## src/pttc_pkg.sv

```systemverilog
// pttc_pkg: register indices, field positions and encodings of the paired timer counters
// assumes AXI4-Lite with 32-bit data; byte address of a register is four times its index
package pttc_pkg;
    localparam int ADDR_W = 18;
    localparam int N_TMR = 6;
    localparam int CNT_W = 8;
    localparam logic [7:0] CNT_RST = 8'h00;
    // register indices
    localparam logic [15:0] IDX_P1_LO = 16'hF8E1;
    localparam logic [15:0] IDX_P1_HI = 16'hF8E5;
    localparam logic [15:0] IDX_P2_LO = 16'hF8E9;
    localparam logic [15:0] IDX_P2_HI = 16'hF8ED;
    localparam logic [15:0] IDX_P3_LO = 16'hF361;
    localparam logic [15:0] IDX_P3_HI = 16'hF369;
    localparam logic [15:0] IDX_CTRL = 16'hF370;
    localparam logic [15:0] IDX_CLKSEL = 16'hF371;
    localparam logic [15:0] IDX_STATUS = 16'hF372;
    // decoder results
    localparam logic [3:0] DEC_CTRL = 4'h6;
    localparam logic [3:0] DEC_CLKSEL = 4'h7;
    localparam logic [3:0] DEC_STATUS = 4'h8;
    localparam logic [3:0] DEC_NONE = 4'hF;
    // control register fields
    localparam int CTRL_MODE_LSB = 0;
    localparam int CTRL_SYSHS_BIT = 3;
    localparam int CTRL_RUN_LSB = 8;
    localparam logic [31:0] CTRL_RST = 32'h0000_0000;
    localparam logic [31:0] CTRL_MASK = 32'h0000_3F0F;
    // clock select register: three bits per timer
    localparam int CKS_W = 3;
    localparam logic [17:0] CKS_RST = 18'h0_0000;
    localparam logic [2:0] CKS_LOW = 3'h0;
    localparam logic [2:0] CKS_HTB = 3'h1;
    localparam logic [2:0] CKS_PLL = 3'h7;
    // status register fields
    localparam int STAT_SINGLE_LSB = 0;
    localparam int STAT_READ_LSB = 8;
    // bus responses
    localparam logic [1:0] RESP_OKAY = 2'h0;
    localparam logic [1:0] RESP_SLVERR = 2'h2;
endpackage

```

## src/pttc_cnt8.sv

```systemverilog
// pttc_cnt8: one 8-bit up counter with a synchronised timer clock input
// assumes timer_clock is a slow level from another clock, at most half the core rate
`timescale 1ns/1ps
module pttc_cnt8 (
    // clock and reset
    input wire logic core_clk,
    input wire logic resetn,
    // count sources
    input wire logic timer_clock,
    input wire logic run,
    input wire logic use_carry,
    input wire logic carry_in,
    input wire logic clr,
    // state and carry
    output logic [7:0] count,
    output logic carry_out
);
    logic [7:0] count_q, count_d;
    logic s1_q, s2_q, s3_q;
    logic inc;

    assign inc = use_carry ? carry_in : (run && s2_q && !s3_q);
    assign carry_out = inc && (count_q == 8'hFF) && !clr;
    assign count = count_q;

    always_comb begin
        count_d = count_q;
        if (clr) begin
            count_d = pttc_pkg::CNT_RST;
        end else if (inc) begin
            count_d = count_q + 8'h01;
        end
    end

    always_ff @(posedge core_clk or negedge resetn) begin
        if (!resetn) begin
            count_q <= pttc_pkg::CNT_RST;
            s1_q <= 1'b0;
            s2_q <= 1'b0;
            s3_q <= 1'b0;
        end else begin
            count_q <= count_d;
            s1_q <= timer_clock;
            s2_q <= s1_q;
            s3_q <= s2_q;
        end
    end

    AST_CLR_ZERO: assert property (@(posedge core_clk) disable iff (!resetn)
        clr |=> count_q == 8'h00)
        else $error("counter not cleared by write");
    AST_UP_COUNT: assert property (@(posedge core_clk) disable iff (!resetn)
        (inc && !clr) |=> count_q == $past(count_q) + 8'h01)
        else $error("counter did not step by one");
    AST_SYNC_EDGE: assert property (@(posedge core_clk) disable iff (!resetn)
        (!$past(use_carry) && !$past(clr) && $past(run) && count_q != $past(count_q)
            && $past(resetn, 4)) |-> $past(timer_clock, 3) && !$past(timer_clock, 4))
        else $error("count moved without a synchronised clock edge");
endmodule // pttc_cnt8

```

## src/pttc_top.sv

```systemverilog
// pttc_top: six timer count registers in three pairs behind an AXI4-Lite slave
// assumes timer clocks arrive as levels; the master keeps one write and one read at a time
//
// The AXI4-Lite interface to the registers was decided locally.
`timescale 1ns/1ps
// Functional notes
// - each count register is an 8-bit up counter on its timer clock, zero after reset
// - any write clears the counter to zero; write data is ignored
// - in 16-bit mode a write to either half clears both halves
// - in 16-bit mode reading the low half latches the high half for later reads
// - reads are invalid for time-base clocks with slow system clock, and for pll clock
// - single read valid for slow/slow and undivided time-base with fast system clock
// - in 16-bit mode the high half counts low overflows; low raises no event
module pttc_top (
    // clock and reset
    input wire logic core_clk,
    input wire logic resetn,
    // write address and data
    input wire logic [17:0] s_axi_awaddr,
    input wire logic s_axi_awvalid,
    output logic s_axi_awready,
    input wire logic [31:0] s_axi_wdata,
    input wire logic [3:0] s_axi_wstrb,
    input wire logic s_axi_wvalid,
    output logic s_axi_wready,
    // write response
    output logic [1:0] s_axi_bresp,
    output logic s_axi_bvalid,
    input wire logic s_axi_bready,
    // read
    input wire logic [17:0] s_axi_araddr,
    input wire logic s_axi_arvalid,
    output logic s_axi_arready,
    output logic [31:0] s_axi_rdata,
    output logic [1:0] s_axi_rresp,
    output logic s_axi_rvalid,
    input wire logic s_axi_rready,
    // timer clocks and overflow events
    input wire logic [5:0] timer_clock,
    output logic [5:0] timer_overflow
);
    // register decode: timer number, own register or none
    function automatic logic [3:0] dec(input logic [17:0] addr);
        logic [15:0] idx;
        idx = addr[17:2];
        case (idx)
            pttc_pkg::IDX_P1_LO: dec = 4'h0;
            pttc_pkg::IDX_P1_HI: dec = 4'h1;
            pttc_pkg::IDX_P2_LO: dec = 4'h2;
            pttc_pkg::IDX_P2_HI: dec = 4'h3;
            pttc_pkg::IDX_P3_LO: dec = 4'h4;
            pttc_pkg::IDX_P3_HI: dec = 4'h5;
            pttc_pkg::IDX_CTRL: dec = pttc_pkg::DEC_CTRL;
            pttc_pkg::IDX_CLKSEL: dec = pttc_pkg::DEC_CLKSEL;
            pttc_pkg::IDX_STATUS: dec = pttc_pkg::DEC_STATUS;
            default: dec = pttc_pkg::DEC_NONE;
        endcase
    endfunction

    // one read returns a settled count
    function automatic logic single_ok(input logic [2:0] cks, input logic hs);
        case (cks)
            pttc_pkg::CKS_LOW: single_ok = !hs;
            pttc_pkg::CKS_HTB: single_ok = hs;
            default: single_ok = 1'b0;
        endcase
    endfunction

    // a read may be used at all, maybe after a repeat
    function automatic logic read_ok(input logic [2:0] cks, input logic hs);
        case (cks)
            pttc_pkg::CKS_LOW: read_ok = 1'b1;
            pttc_pkg::CKS_PLL: read_ok = 1'b0;
            default: read_ok = hs;
        endcase
    endfunction

    logic aw_hold_q, aw_hold_d, w_hold_q, w_hold_d;
    logic [17:0] aw_addr_q, aw_addr_d;
    logic [31:0] w_data_q, w_data_d;
    logic [3:0] w_strb_q, w_strb_d;
    logic bvalid_q, bvalid_d, rvalid_q, rvalid_d;
    logic [1:0] bresp_q, bresp_d, rresp_q, rresp_d;
    logic [31:0] rdata_q, rdata_d;
    logic [31:0] ctrl_q, ctrl_d;
    logic [17:0] cks_q, cks_d;
    logic [7:0] latch_q [3];
    logic [7:0] latch_d [3];
    logic [5:0] ovf_q, ovf_d;
    logic aw_have, w_have, wr_fire, rd_fire;
    logic [17:0] wr_addr;
    logic [31:0] wr_data;
    logic [3:0] wr_strb;
    logic [3:0] wr_dec, rd_dec;
    logic [2:0] mode16;
    logic sys_hs;
    logic [5:0] run, clr, carry, sgl, rdok;
    logic [7:0] cnt [6];

    assign mode16 = ctrl_q[pttc_pkg::CTRL_MODE_LSB +: 3];
    assign sys_hs = ctrl_q[pttc_pkg::CTRL_SYSHS_BIT];
    assign run = ctrl_q[pttc_pkg::CTRL_RUN_LSB +: 6];

    assign s_axi_awready = !aw_hold_q && !bvalid_q;
    assign s_axi_wready = !w_hold_q && !bvalid_q;
    assign s_axi_arready = !rvalid_q;
    assign s_axi_bvalid = bvalid_q;
    assign s_axi_bresp = bresp_q;
    assign s_axi_rvalid = rvalid_q;
    assign s_axi_rresp = rresp_q;
    assign s_axi_rdata = rdata_q;
    assign timer_overflow = ovf_q;

    // address and data may come in either order
    assign aw_have = aw_hold_q || (s_axi_awvalid && s_axi_awready);
    assign w_have = w_hold_q || (s_axi_wvalid && s_axi_wready);
    assign wr_addr = aw_hold_q ? aw_addr_q : s_axi_awaddr;
    assign wr_data = w_hold_q ? w_data_q : s_axi_wdata;
    assign wr_strb = w_hold_q ? w_strb_q : s_axi_wstrb;
    assign wr_fire = aw_have && w_have && !bvalid_q;
    assign wr_dec = dec(wr_addr);
    assign rd_fire = s_axi_arvalid && s_axi_arready;
    assign rd_dec = dec(s_axi_araddr);

    genvar i;
    generate
        for (i = 0; i < 6; i++) begin : g_tmr
            localparam int P = i / 2;
            localparam int LO = i - (i % 2);
            logic [2:0] eff_cks;
            logic eff_run;
            assign clr[i] = wr_fire && ((wr_dec == 4'(i))
                || (mode16[P] && (wr_dec == 4'(i ^ 1))));
            // divided clock select of the high half is meaningless when paired
            assign eff_cks = (i % 2 == 1 && mode16[P]) ? cks_q[LO*3 +: 3] : cks_q[i*3 +: 3];
            assign eff_run = (i % 2 == 1 && mode16[P]) ? run[LO] : run[i];
            assign rdok[i] = !eff_run || read_ok(eff_cks, sys_hs);
            assign sgl[i] = !eff_run || single_ok(eff_cks, sys_hs);
            pttc_cnt8 u_cnt (
                .core_clk(core_clk),
                .resetn(resetn),
                .timer_clock(timer_clock[i]),
                .run(run[i]),
                .use_carry((i % 2 == 1) && mode16[P]),
                .carry_in(carry[LO]),
                .clr(clr[i]),
                .count(cnt[i]),
                .carry_out(carry[i])
            );
        end
    endgenerate

    always_comb begin
        aw_hold_d = aw_hold_q;
        w_hold_d = w_hold_q;
        aw_addr_d = aw_addr_q;
        w_data_d = w_data_q;
        w_strb_d = w_strb_q;
        bvalid_d = bvalid_q;
        bresp_d = bresp_q;
        ctrl_d = ctrl_q;
        cks_d = cks_q;
        if (s_axi_awvalid && s_axi_awready) begin
            aw_hold_d = 1'b1;
            aw_addr_d = s_axi_awaddr;
        end
        if (s_axi_wvalid && s_axi_wready) begin
            w_hold_d = 1'b1;
            w_data_d = s_axi_wdata;
            w_strb_d = s_axi_wstrb;
        end
        if (bvalid_q && s_axi_bready) begin
            bvalid_d = 1'b0;
        end
        if (wr_fire) begin
            aw_hold_d = 1'b0;
            w_hold_d = 1'b0;
            bvalid_d = 1'b1;
            bresp_d = (wr_dec == pttc_pkg::DEC_NONE) ? pttc_pkg::RESP_SLVERR
                : pttc_pkg::RESP_OKAY;
            for (int b = 0; b < 4; b++) begin
                if (wr_strb[b] && wr_dec == pttc_pkg::DEC_CTRL) begin
                    ctrl_d[b*8 +: 8] = wr_data[b*8 +: 8] & pttc_pkg::CTRL_MASK[b*8 +: 8];
                end
            end
            if (wr_dec == pttc_pkg::DEC_CLKSEL) begin
                for (int b = 0; b < 18; b++) begin
                    if (wr_strb[b / 8]) begin
                        cks_d[b] = wr_data[b];
                    end
                end
            end
        end
    end

    always_comb begin
        rvalid_d = rvalid_q;
        rdata_d = rdata_q;
        rresp_d = rresp_q;
        for (int p = 0; p < 3; p++) begin
            latch_d[p] = latch_q[p];
        end
        if (rvalid_q && s_axi_rready) begin
            rvalid_d = 1'b0;
        end
        if (rd_fire) begin
            rvalid_d = 1'b1;
            rresp_d = pttc_pkg::RESP_OKAY;
            rdata_d = 32'h0000_0000;
            case (rd_dec)
                4'h0, 4'h2, 4'h4: begin
                    rdata_d[7:0] = cnt[rd_dec[2:0]];
                    if (mode16[rd_dec[2:1]]) begin
                        latch_d[rd_dec[2:1]] = cnt[rd_dec[2:0] + 3'h1];
                    end
                end
                4'h1, 4'h3, 4'h5: begin
                    rdata_d[7:0] = mode16[rd_dec[2:1]] ? latch_q[rd_dec[2:1]]
                        : cnt[rd_dec[2:0]];
                end
                pttc_pkg::DEC_CTRL: rdata_d = ctrl_q;
                pttc_pkg::DEC_CLKSEL: rdata_d = {14'h0000, cks_q};
                pttc_pkg::DEC_STATUS: begin
                    rdata_d[pttc_pkg::STAT_SINGLE_LSB +: 6] = sgl;
                    rdata_d[pttc_pkg::STAT_READ_LSB +: 6] = rdok;
                end
                default: rresp_d = pttc_pkg::RESP_SLVERR;
            endcase
        end
    end

    always_comb begin
        for (int t = 0; t < 6; t++) begin
            // paired low half raises no event
            ovf_d[t] = carry[t] && !((t % 2 == 0) && mode16[t / 2]);
        end
    end

    always_ff @(posedge core_clk or negedge resetn) begin
        if (!resetn) begin
            aw_hold_q <= 1'b0;
            w_hold_q <= 1'b0;
            aw_addr_q <= 18'h0_0000;
            w_data_q <= 32'h0000_0000;
            w_strb_q <= 4'h0;
            bvalid_q <= 1'b0;
            bresp_q <= pttc_pkg::RESP_OKAY;
            rvalid_q <= 1'b0;
            rresp_q <= pttc_pkg::RESP_OKAY;
            rdata_q <= 32'h0000_0000;
            ctrl_q <= pttc_pkg::CTRL_RST;
            cks_q <= pttc_pkg::CKS_RST;
            ovf_q <= 6'h00;
            for (int p = 0; p < 3; p++) begin
                latch_q[p] <= pttc_pkg::CNT_RST;
            end
        end else begin
            aw_hold_q <= aw_hold_d;
            w_hold_q <= w_hold_d;
            aw_addr_q <= aw_addr_d;
            w_data_q <= w_data_d;
            w_strb_q <= w_strb_d;
            bvalid_q <= bvalid_d;
            bresp_q <= bresp_d;
            rvalid_q <= rvalid_d;
            rresp_q <= rresp_d;
            rdata_q <= rdata_d;
            ctrl_q <= ctrl_d;
            cks_q <= cks_d;
            ovf_q <= ovf_d;
            for (int p = 0; p < 3; p++) begin
                latch_q[p] <= latch_d[p];
            end
        end
    end

    AST_PAIR_CLEAR: assert property (@(posedge core_clk) disable iff (!resetn)
        (wr_fire && wr_dec == 4'h3 && mode16[1]) |=> (cnt[2] == 8'h00 && cnt[3] == 8'h00))
        else $error("paired write left a half uncleared");
    AST_LATCH_TAKE: assert property (@(posedge core_clk) disable iff (!resetn)
        (rd_fire && rd_dec == 4'h2 && mode16[1]) |=> latch_q[1] == $past(cnt[3]))
        else $error("high half not latched on low read");
    AST_HIGH_FROM_LATCH: assert property (@(posedge core_clk) disable iff (!resetn)
        (rd_fire && rd_dec == 4'h3 && mode16[1]) |=> s_axi_rdata[7:0] == $past(latch_q[1]))
        else $error("high read did not return latch");
    AST_PLL_INVALID: assert property (@(posedge core_clk) disable iff (!resetn)
        (run[4] && cks_q[14:12] == pttc_pkg::CKS_PLL) |-> !rdok[4] && !sgl[4])
        else $error("pll clock read marked valid");
    AST_HTB_FAST_OK: assert property (@(posedge core_clk) disable iff (!resetn)
        (run[4] && !mode16[2] && cks_q[14:12] == pttc_pkg::CKS_HTB)
        |-> (sgl[4] == sys_hs && rdok[4] == sys_hs))
        else $error("time-base read validity wrong");
    AST_LOW_NO_EVENT: assert property (@(posedge core_clk) disable iff (!resetn)
        $past(mode16[1]) |-> !timer_overflow[2])
        else $error("paired low half raised an overflow");
endmodule // pttc_top

```

## config.mk

```make
export PLATFORM = sky130hd
export DESIGN_NAME = pttc_top
export DESIGN_NICKNAME = d
export VERILOG_FILES = /design/src/pttc_pkg.sv /design/src/pttc_cnt8.sv /design/src/pttc_top.sv
export SDC_FILE = /design/constraint.sdc
export NUM_CORES = 1
export LEC_CHECK = 0
export BUFFER_PORTS_ARGS = -buffer_cell sky130_fd_sc_hd__clkbuf_2
export CORE_MARGIN = 5
export CORE_UTILIZATION = 40
export DETAILED_ROUTE_END_ITERATION = 10
export PLACE_DENSITY_LB_ADDON = 0.15
export REMOVE_ABC_BUFFERS = 1
export SLEW_MARGIN = 20
export SYNTH_ARGS = -nofsm -noshare
export SYNTH_HDL_FRONTEND = slang
export SYNTH_SLANG_ARGS = --single-unit
```

## constraint.sdc

```tcl
create_clock -name core_clk -period 5.5 [get_ports core_clk]
set_input_delay 1.375 -clock core_clk [delete_from_list [all_inputs] [get_ports core_clk]]
set_output_delay 1.375 -clock core_clk [all_outputs]
set_load 0.01 [all_outputs]
```

==> impl_summary.md <==
Run status
The flow ran to the end, and the final reports show no timing, DRC or antenna violations.

Routing
In the routed design, unresolved DRC markers number 0. The met2 wire length is 13.3 mm. In this run the top signal layer used is met4.

The total wire length is 29.9 mm. The routed metal-1 wire length is 13.9 mm. The first-pass iteration count of the detailed router is 6. The vias after detailed routing is approximately 8,500. Dividing the detail-routed via count by the number of cells gives between 5 and 6. The met3 wirelength from detailed routing is 1.88 mm.

The detail route stage leaves a number of antenna-violating nets equal to 0. After detailed routing, the average wire length per cell comes to 19.8 um. The first routing iteration left 691 violations.

Worst setup path
The highest fanout seen on the critical path is 9. Across all register-to-register paths, the minimum setup slack is around 1.9 ns. At the worst endpoint, the arrival time is 4.62 ns. The startpoint identified for the worst register-to-register timing path is aw_hold_q$_DFFE_PN0P_. In this run the worst setup path terminates at latch_q[16]$_DFFE_PN0P_.

The critical path class is input port to flop. The critical path startpoint is s_axi_araddr[4]. For this run, the slowest stage of the critical path takes 0.48 ns. The reg-to-reg endpoint is ctrl_q[12]$_DFFE_PN0P_. The critical path goes through clkbuf_2, nand4bb_4, nor2_2, a31oi_1, or3_1, inv_1, ha_1, nand4_1, a211o_1, nor4_4, buf_4, mux2i_1. Data on the critical path is required at its endpoint by 5.86 ns. The count of cells along the worst register-to-register path is 8.

On the critical path, the stage with the largest delay is an instance of sky130_fd_sc_hd__or3_1. STA classifies the critical path startpoint as an input port. The worst setup path is captured at a flop.

Place
The count of buffers from port buffering is 96. Once placement completed, the tool counted placed cells totaling between 1,000 and 1,500. Once placement finished, the instance area stood at 11,400 um2.

At the end of routability-driven placement, the weighted congestion stood at between 0.9 and 1. The pre-CTS setup slack is 0.784 ns. Detailed placement finished with a half-perimeter wire length of 22.1 mm.

Clocking
The maximum buffer depth of the clock tree is 2. The number of clock buffers inserted by TritonCTS is 17. TritonCTS built the clock tree. The number of buffers inserted to repair setup after CTS is 0.

The number of gates resized after CTS was 0. The count of H-tree levels built during CTS is 4. Hold repair after CTS inserted 0 buffers. The clock insertion delay at the later pin of the skew report is 0.46 ns.

Clock-pin slew was measured on the worst setup and hold paths at 0.09 ns. The buffer cell driving the clock tree root is sky130_fd_sc_hd__clkbuf_16. The TritonCTS sink count is approximately 190.

Cells and area
In the layout the commonest cells are sky130_fd_sc_hd__dfrtp_1 (185), sky130_fd_sc_hd__nor2_1 (104), sky130_fd_sc_hd__nand2_1 (104). The number of antenna diodes in the final layout is 0. The filler-free cell count of the finished design is 1,505. From synthesis to final layout, the design area changed by 13.8%. The cell area after layout is 12,100 um2. The most common cell after layout, fill and taps aside is sky130_fd_sc_hd__dfrtp_1. The net count of the finished layout is 1,250. Of the cells placed in the final design, the portion with a size suffix greater than 1 is 22.5%.

Power and ir drop
Across the VDD grid, the largest voltage drop is 0.000200 V. In this run the power density over the cells is ~290 nW/um2. In this run the static leakage power is slightly above 5 nW.

Floorplanning
The floorplan step defined a die boundary enclosing 29,800 um2. The initial utilization of the core area, before any placement, comes to 40.6%. The die outline height is 173 um.

The standard-cell row count is 59. The total area inside the core boundary comes to 26,100 um2. For this design the top-level I/O count stands at between 100 and 150.

The floorplan step set the die width to ~170 um.

Timing
The max-slew violation count is 0. Hold is met by between 0.3 and 0.4 ns. The smallest clock period supported by the final layout is computed as 4.25 ns. Between clock sinks in the finished design, the worst skew comes to 0.0201 ns.

Setup repair after global routing left no endpoint under its margin. The final count of hold timing violations is 0. The final count of negative-setup-slack endpoints is 0. The maximum clock frequency is between 200 and 250 MHz. Adding up every negative setup slack in the final design gives 0 ns. The final cycle utilization of the critical path is 77.4%. At the pin with the least slew margin, the transition time is 1.07 ns. The normalized max-slew margin is around 28%. The least setup slack across all paths after layout is 1.25 ns.

Job
Across the run, the number of max-cap violations was 0.

Worst hold path
In this run the worst hold path is classified as flop to flop. The count of cells along the worst hold path is 0.

Logic synthesis
The post-synthesis sequential area ratio is 43.7%. The mapped cell area is between 10,000 and 15,000 um2. For this run, the number of Yosys warnings is 0. The async set-reset flop share out of synthesis is 100%. The number of library cell types mapped by synthesis is 79.

The count of state elements after synthesis is approximately 190. After technology mapping, the gate count stands at roughly 1,100. The synthesized design contains 0 enable-type register cells. Of the post-synthesis cell area, the dominant cell type holds 43.7%. Yosys attributes the largest share of cell area to sky130_fd_sc_hd__dfrtp_1 (44%), sky130_fd_sc_hd__mux2_2 (10%), sky130_fd_sc_hd__mux2i_1 (6.0%), sky130_fd_sc_hd__nand2_1 (3.7%), sky130_fd_sc_hd__nor2_1 (3.7%). The biggest area consumer among synthesized cells is sky130_fd_sc_hd__dfrtp_1.

A synthesized cell averages 9.87 um2. Among all flip-flop cells after synthesis, the most frequent one is sky130_fd_sc_hd__dfrtp_1.

Global routing
Summed over all layers, the global routing overflow is 0. The number of global-route vias before repair was 8,180. The first global-routing pass estimated 46.9 mm of wire. Entering global routing, the biggest net connects 117 pins. The all-layer global routing usage is between 10% and 20%. The number of antenna violations at the first check in global routing is 0.
[logic make-up (layout without fill, tap and decap cells)]
family,after synthesis,count (layout),synth area share [%]
simple gates,379,379,18.5
compound gates,200,200,12.4
flops,185,185,43.7
mux,160,160,16.4
buf+inv,95,177,4.23
xor+xnor,45,45,3.72
fa+ha+maj,8,8,0.945
other cells,1,16,0.0354
[worst min path at each step]
| stage | start | to |
|---|---|---|
| floorplan | g_tmr[0].u_cnt.s1_q$_DFF_PN0_ | g_tmr[0].u_cnt.s2_q$_DFF_PN0_ |
| global placement | g_tmr[4].u_cnt.s1_q$_DFF_PN0_ | g_tmr[4].u_cnt.s2_q$_DFF_PN0_ |
| detailed placement | g_tmr[4].u_cnt.s1_q$_DFF_PN0_ | g_tmr[4].u_cnt.s2_q$_DFF_PN0_ |
| CTS | g_tmr[5].u_cnt.s1_q$_DFF_PN0_ | g_tmr[5].u_cnt.s2_q$_DFF_PN0_ |
| global route | g_tmr[5].u_cnt.s1_q$_DFF_PN0_ | g_tmr[5].u_cnt.s2_q$_DFF_PN0_ |
| finish | g_tmr[4].u_cnt.s1_q$_DFF_PN0_ | g_tmr[4].u_cnt.s2_q$_DFF_PN0_ |
[sequential cells by signal, indices dropped and copies added, names as in the netlist, 10 cells and up]
register and count:
cks_q 18, aw_addr_q 16, w_data_q 18, latch_q 24, g_tmr.u_cnt.count 48, ctrl_q 10
s_axi_rdata 18
[per-stage QoR]
stage / power (mW) / util, %
after floorplan: 2.04 / -
after global placement: 2.22 / 43.7
after detailed placement: 2.24 / 43.7
after CTS: 3.58 / 46.2
after global routing: 3.71 / 46.3
final: 3.54 / 46.3
[cells in the mapped netlist, types with 5 or more instances]
cell type / n
sky130_fd_sc_hd__dfrtp_1: 185
sky130_fd_sc_hd__nand2_1: 104
sky130_fd_sc_hd__nor2_1: 104
sky130_fd_sc_hd__mux2_2: 95
sky130_fd_sc_hd__mux2i_1: 64
sky130_fd_sc_hd__o21ai_0: 57
sky130_fd_sc_hd__a21oi_1: 39
sky130_fd_sc_hd__nand3_1: 38
sky130_fd_sc_hd__clkbuf_1: 37
sky130_fd_sc_hd__xor2_1: 26
sky130_fd_sc_hd__inv_1: 25
sky130_fd_sc_hd__nand4_1: 20
sky130_fd_sc_hd__xnor2_1: 19
sky130_fd_sc_hd__buf_4: 18
sky130_fd_sc_hd__nor3_1: 15
sky130_fd_sc_hd__a31oi_1: 12
sky130_fd_sc_hd__o21a_1: 12
sky130_fd_sc_hd__nor4_1: 10
sky130_fd_sc_hd__a222oi_1: 9
sky130_fd_sc_hd__a211oi_1: 8
sky130_fd_sc_hd__and3_1: 8
sky130_fd_sc_hd__ha_1: 8
sky130_fd_sc_hd__nand3b_1: 8
sky130_fd_sc_hd__or3_1: 8
sky130_fd_sc_hd__buf_1: 6
sky130_fd_sc_hd__nand2b_1: 6
sky130_fd_sc_hd__nor3b_1: 6
sky130_fd_sc_hd__o21ai_1: 6
sky130_fd_sc_hd__a22oi_1: 5
sky130_fd_sc_hd__and4_1: 5
sky130_fd_sc_hd__buf_2: 5
sky130_fd_sc_hd__nor2b_1: 5
sky130_fd_sc_hd__o2111ai_1: 5
[cell type report]
class	count	area (um2)
multi-input combinational	808	5590
tap	335	419
fill	2496	14000
clock inverter	15	223
timing repair buffer	118	667
clock buffer	17	425
inverter	27	104
sequential	185	4630
[worst max-delay path: cells and delay by family]
family / cells / cell delay, ns
and+or+nand+nor: 5 / 1.62
adders and majority gates: 1 / 0.17
buffers and inverters: 3 / 0.49
muxes: 1 / 0.20
AOI/OAI and AO/OA: 2 / 0.75
[routing by layer]
| metal | vias up | global-route usage (%) |
|---|---|---|
| met5 | - | 0 |
| met4 | 0 | 6.13 |
| met3 | 37 | 4.21 |
| met2 | 266 | 30.1 |
| met1 | 4158 | 27.7 |
| li1 | 4048 | - |
[power by group]
group | switching (mW) | total, mW | internal, mW
sequential | 0.114 | 1.63 | 1.52
combinational | 0.277 | 0.577 | 0.300
clock | 0.684 | 1.33 | 0.644
(Power assumes the default switching activity.)
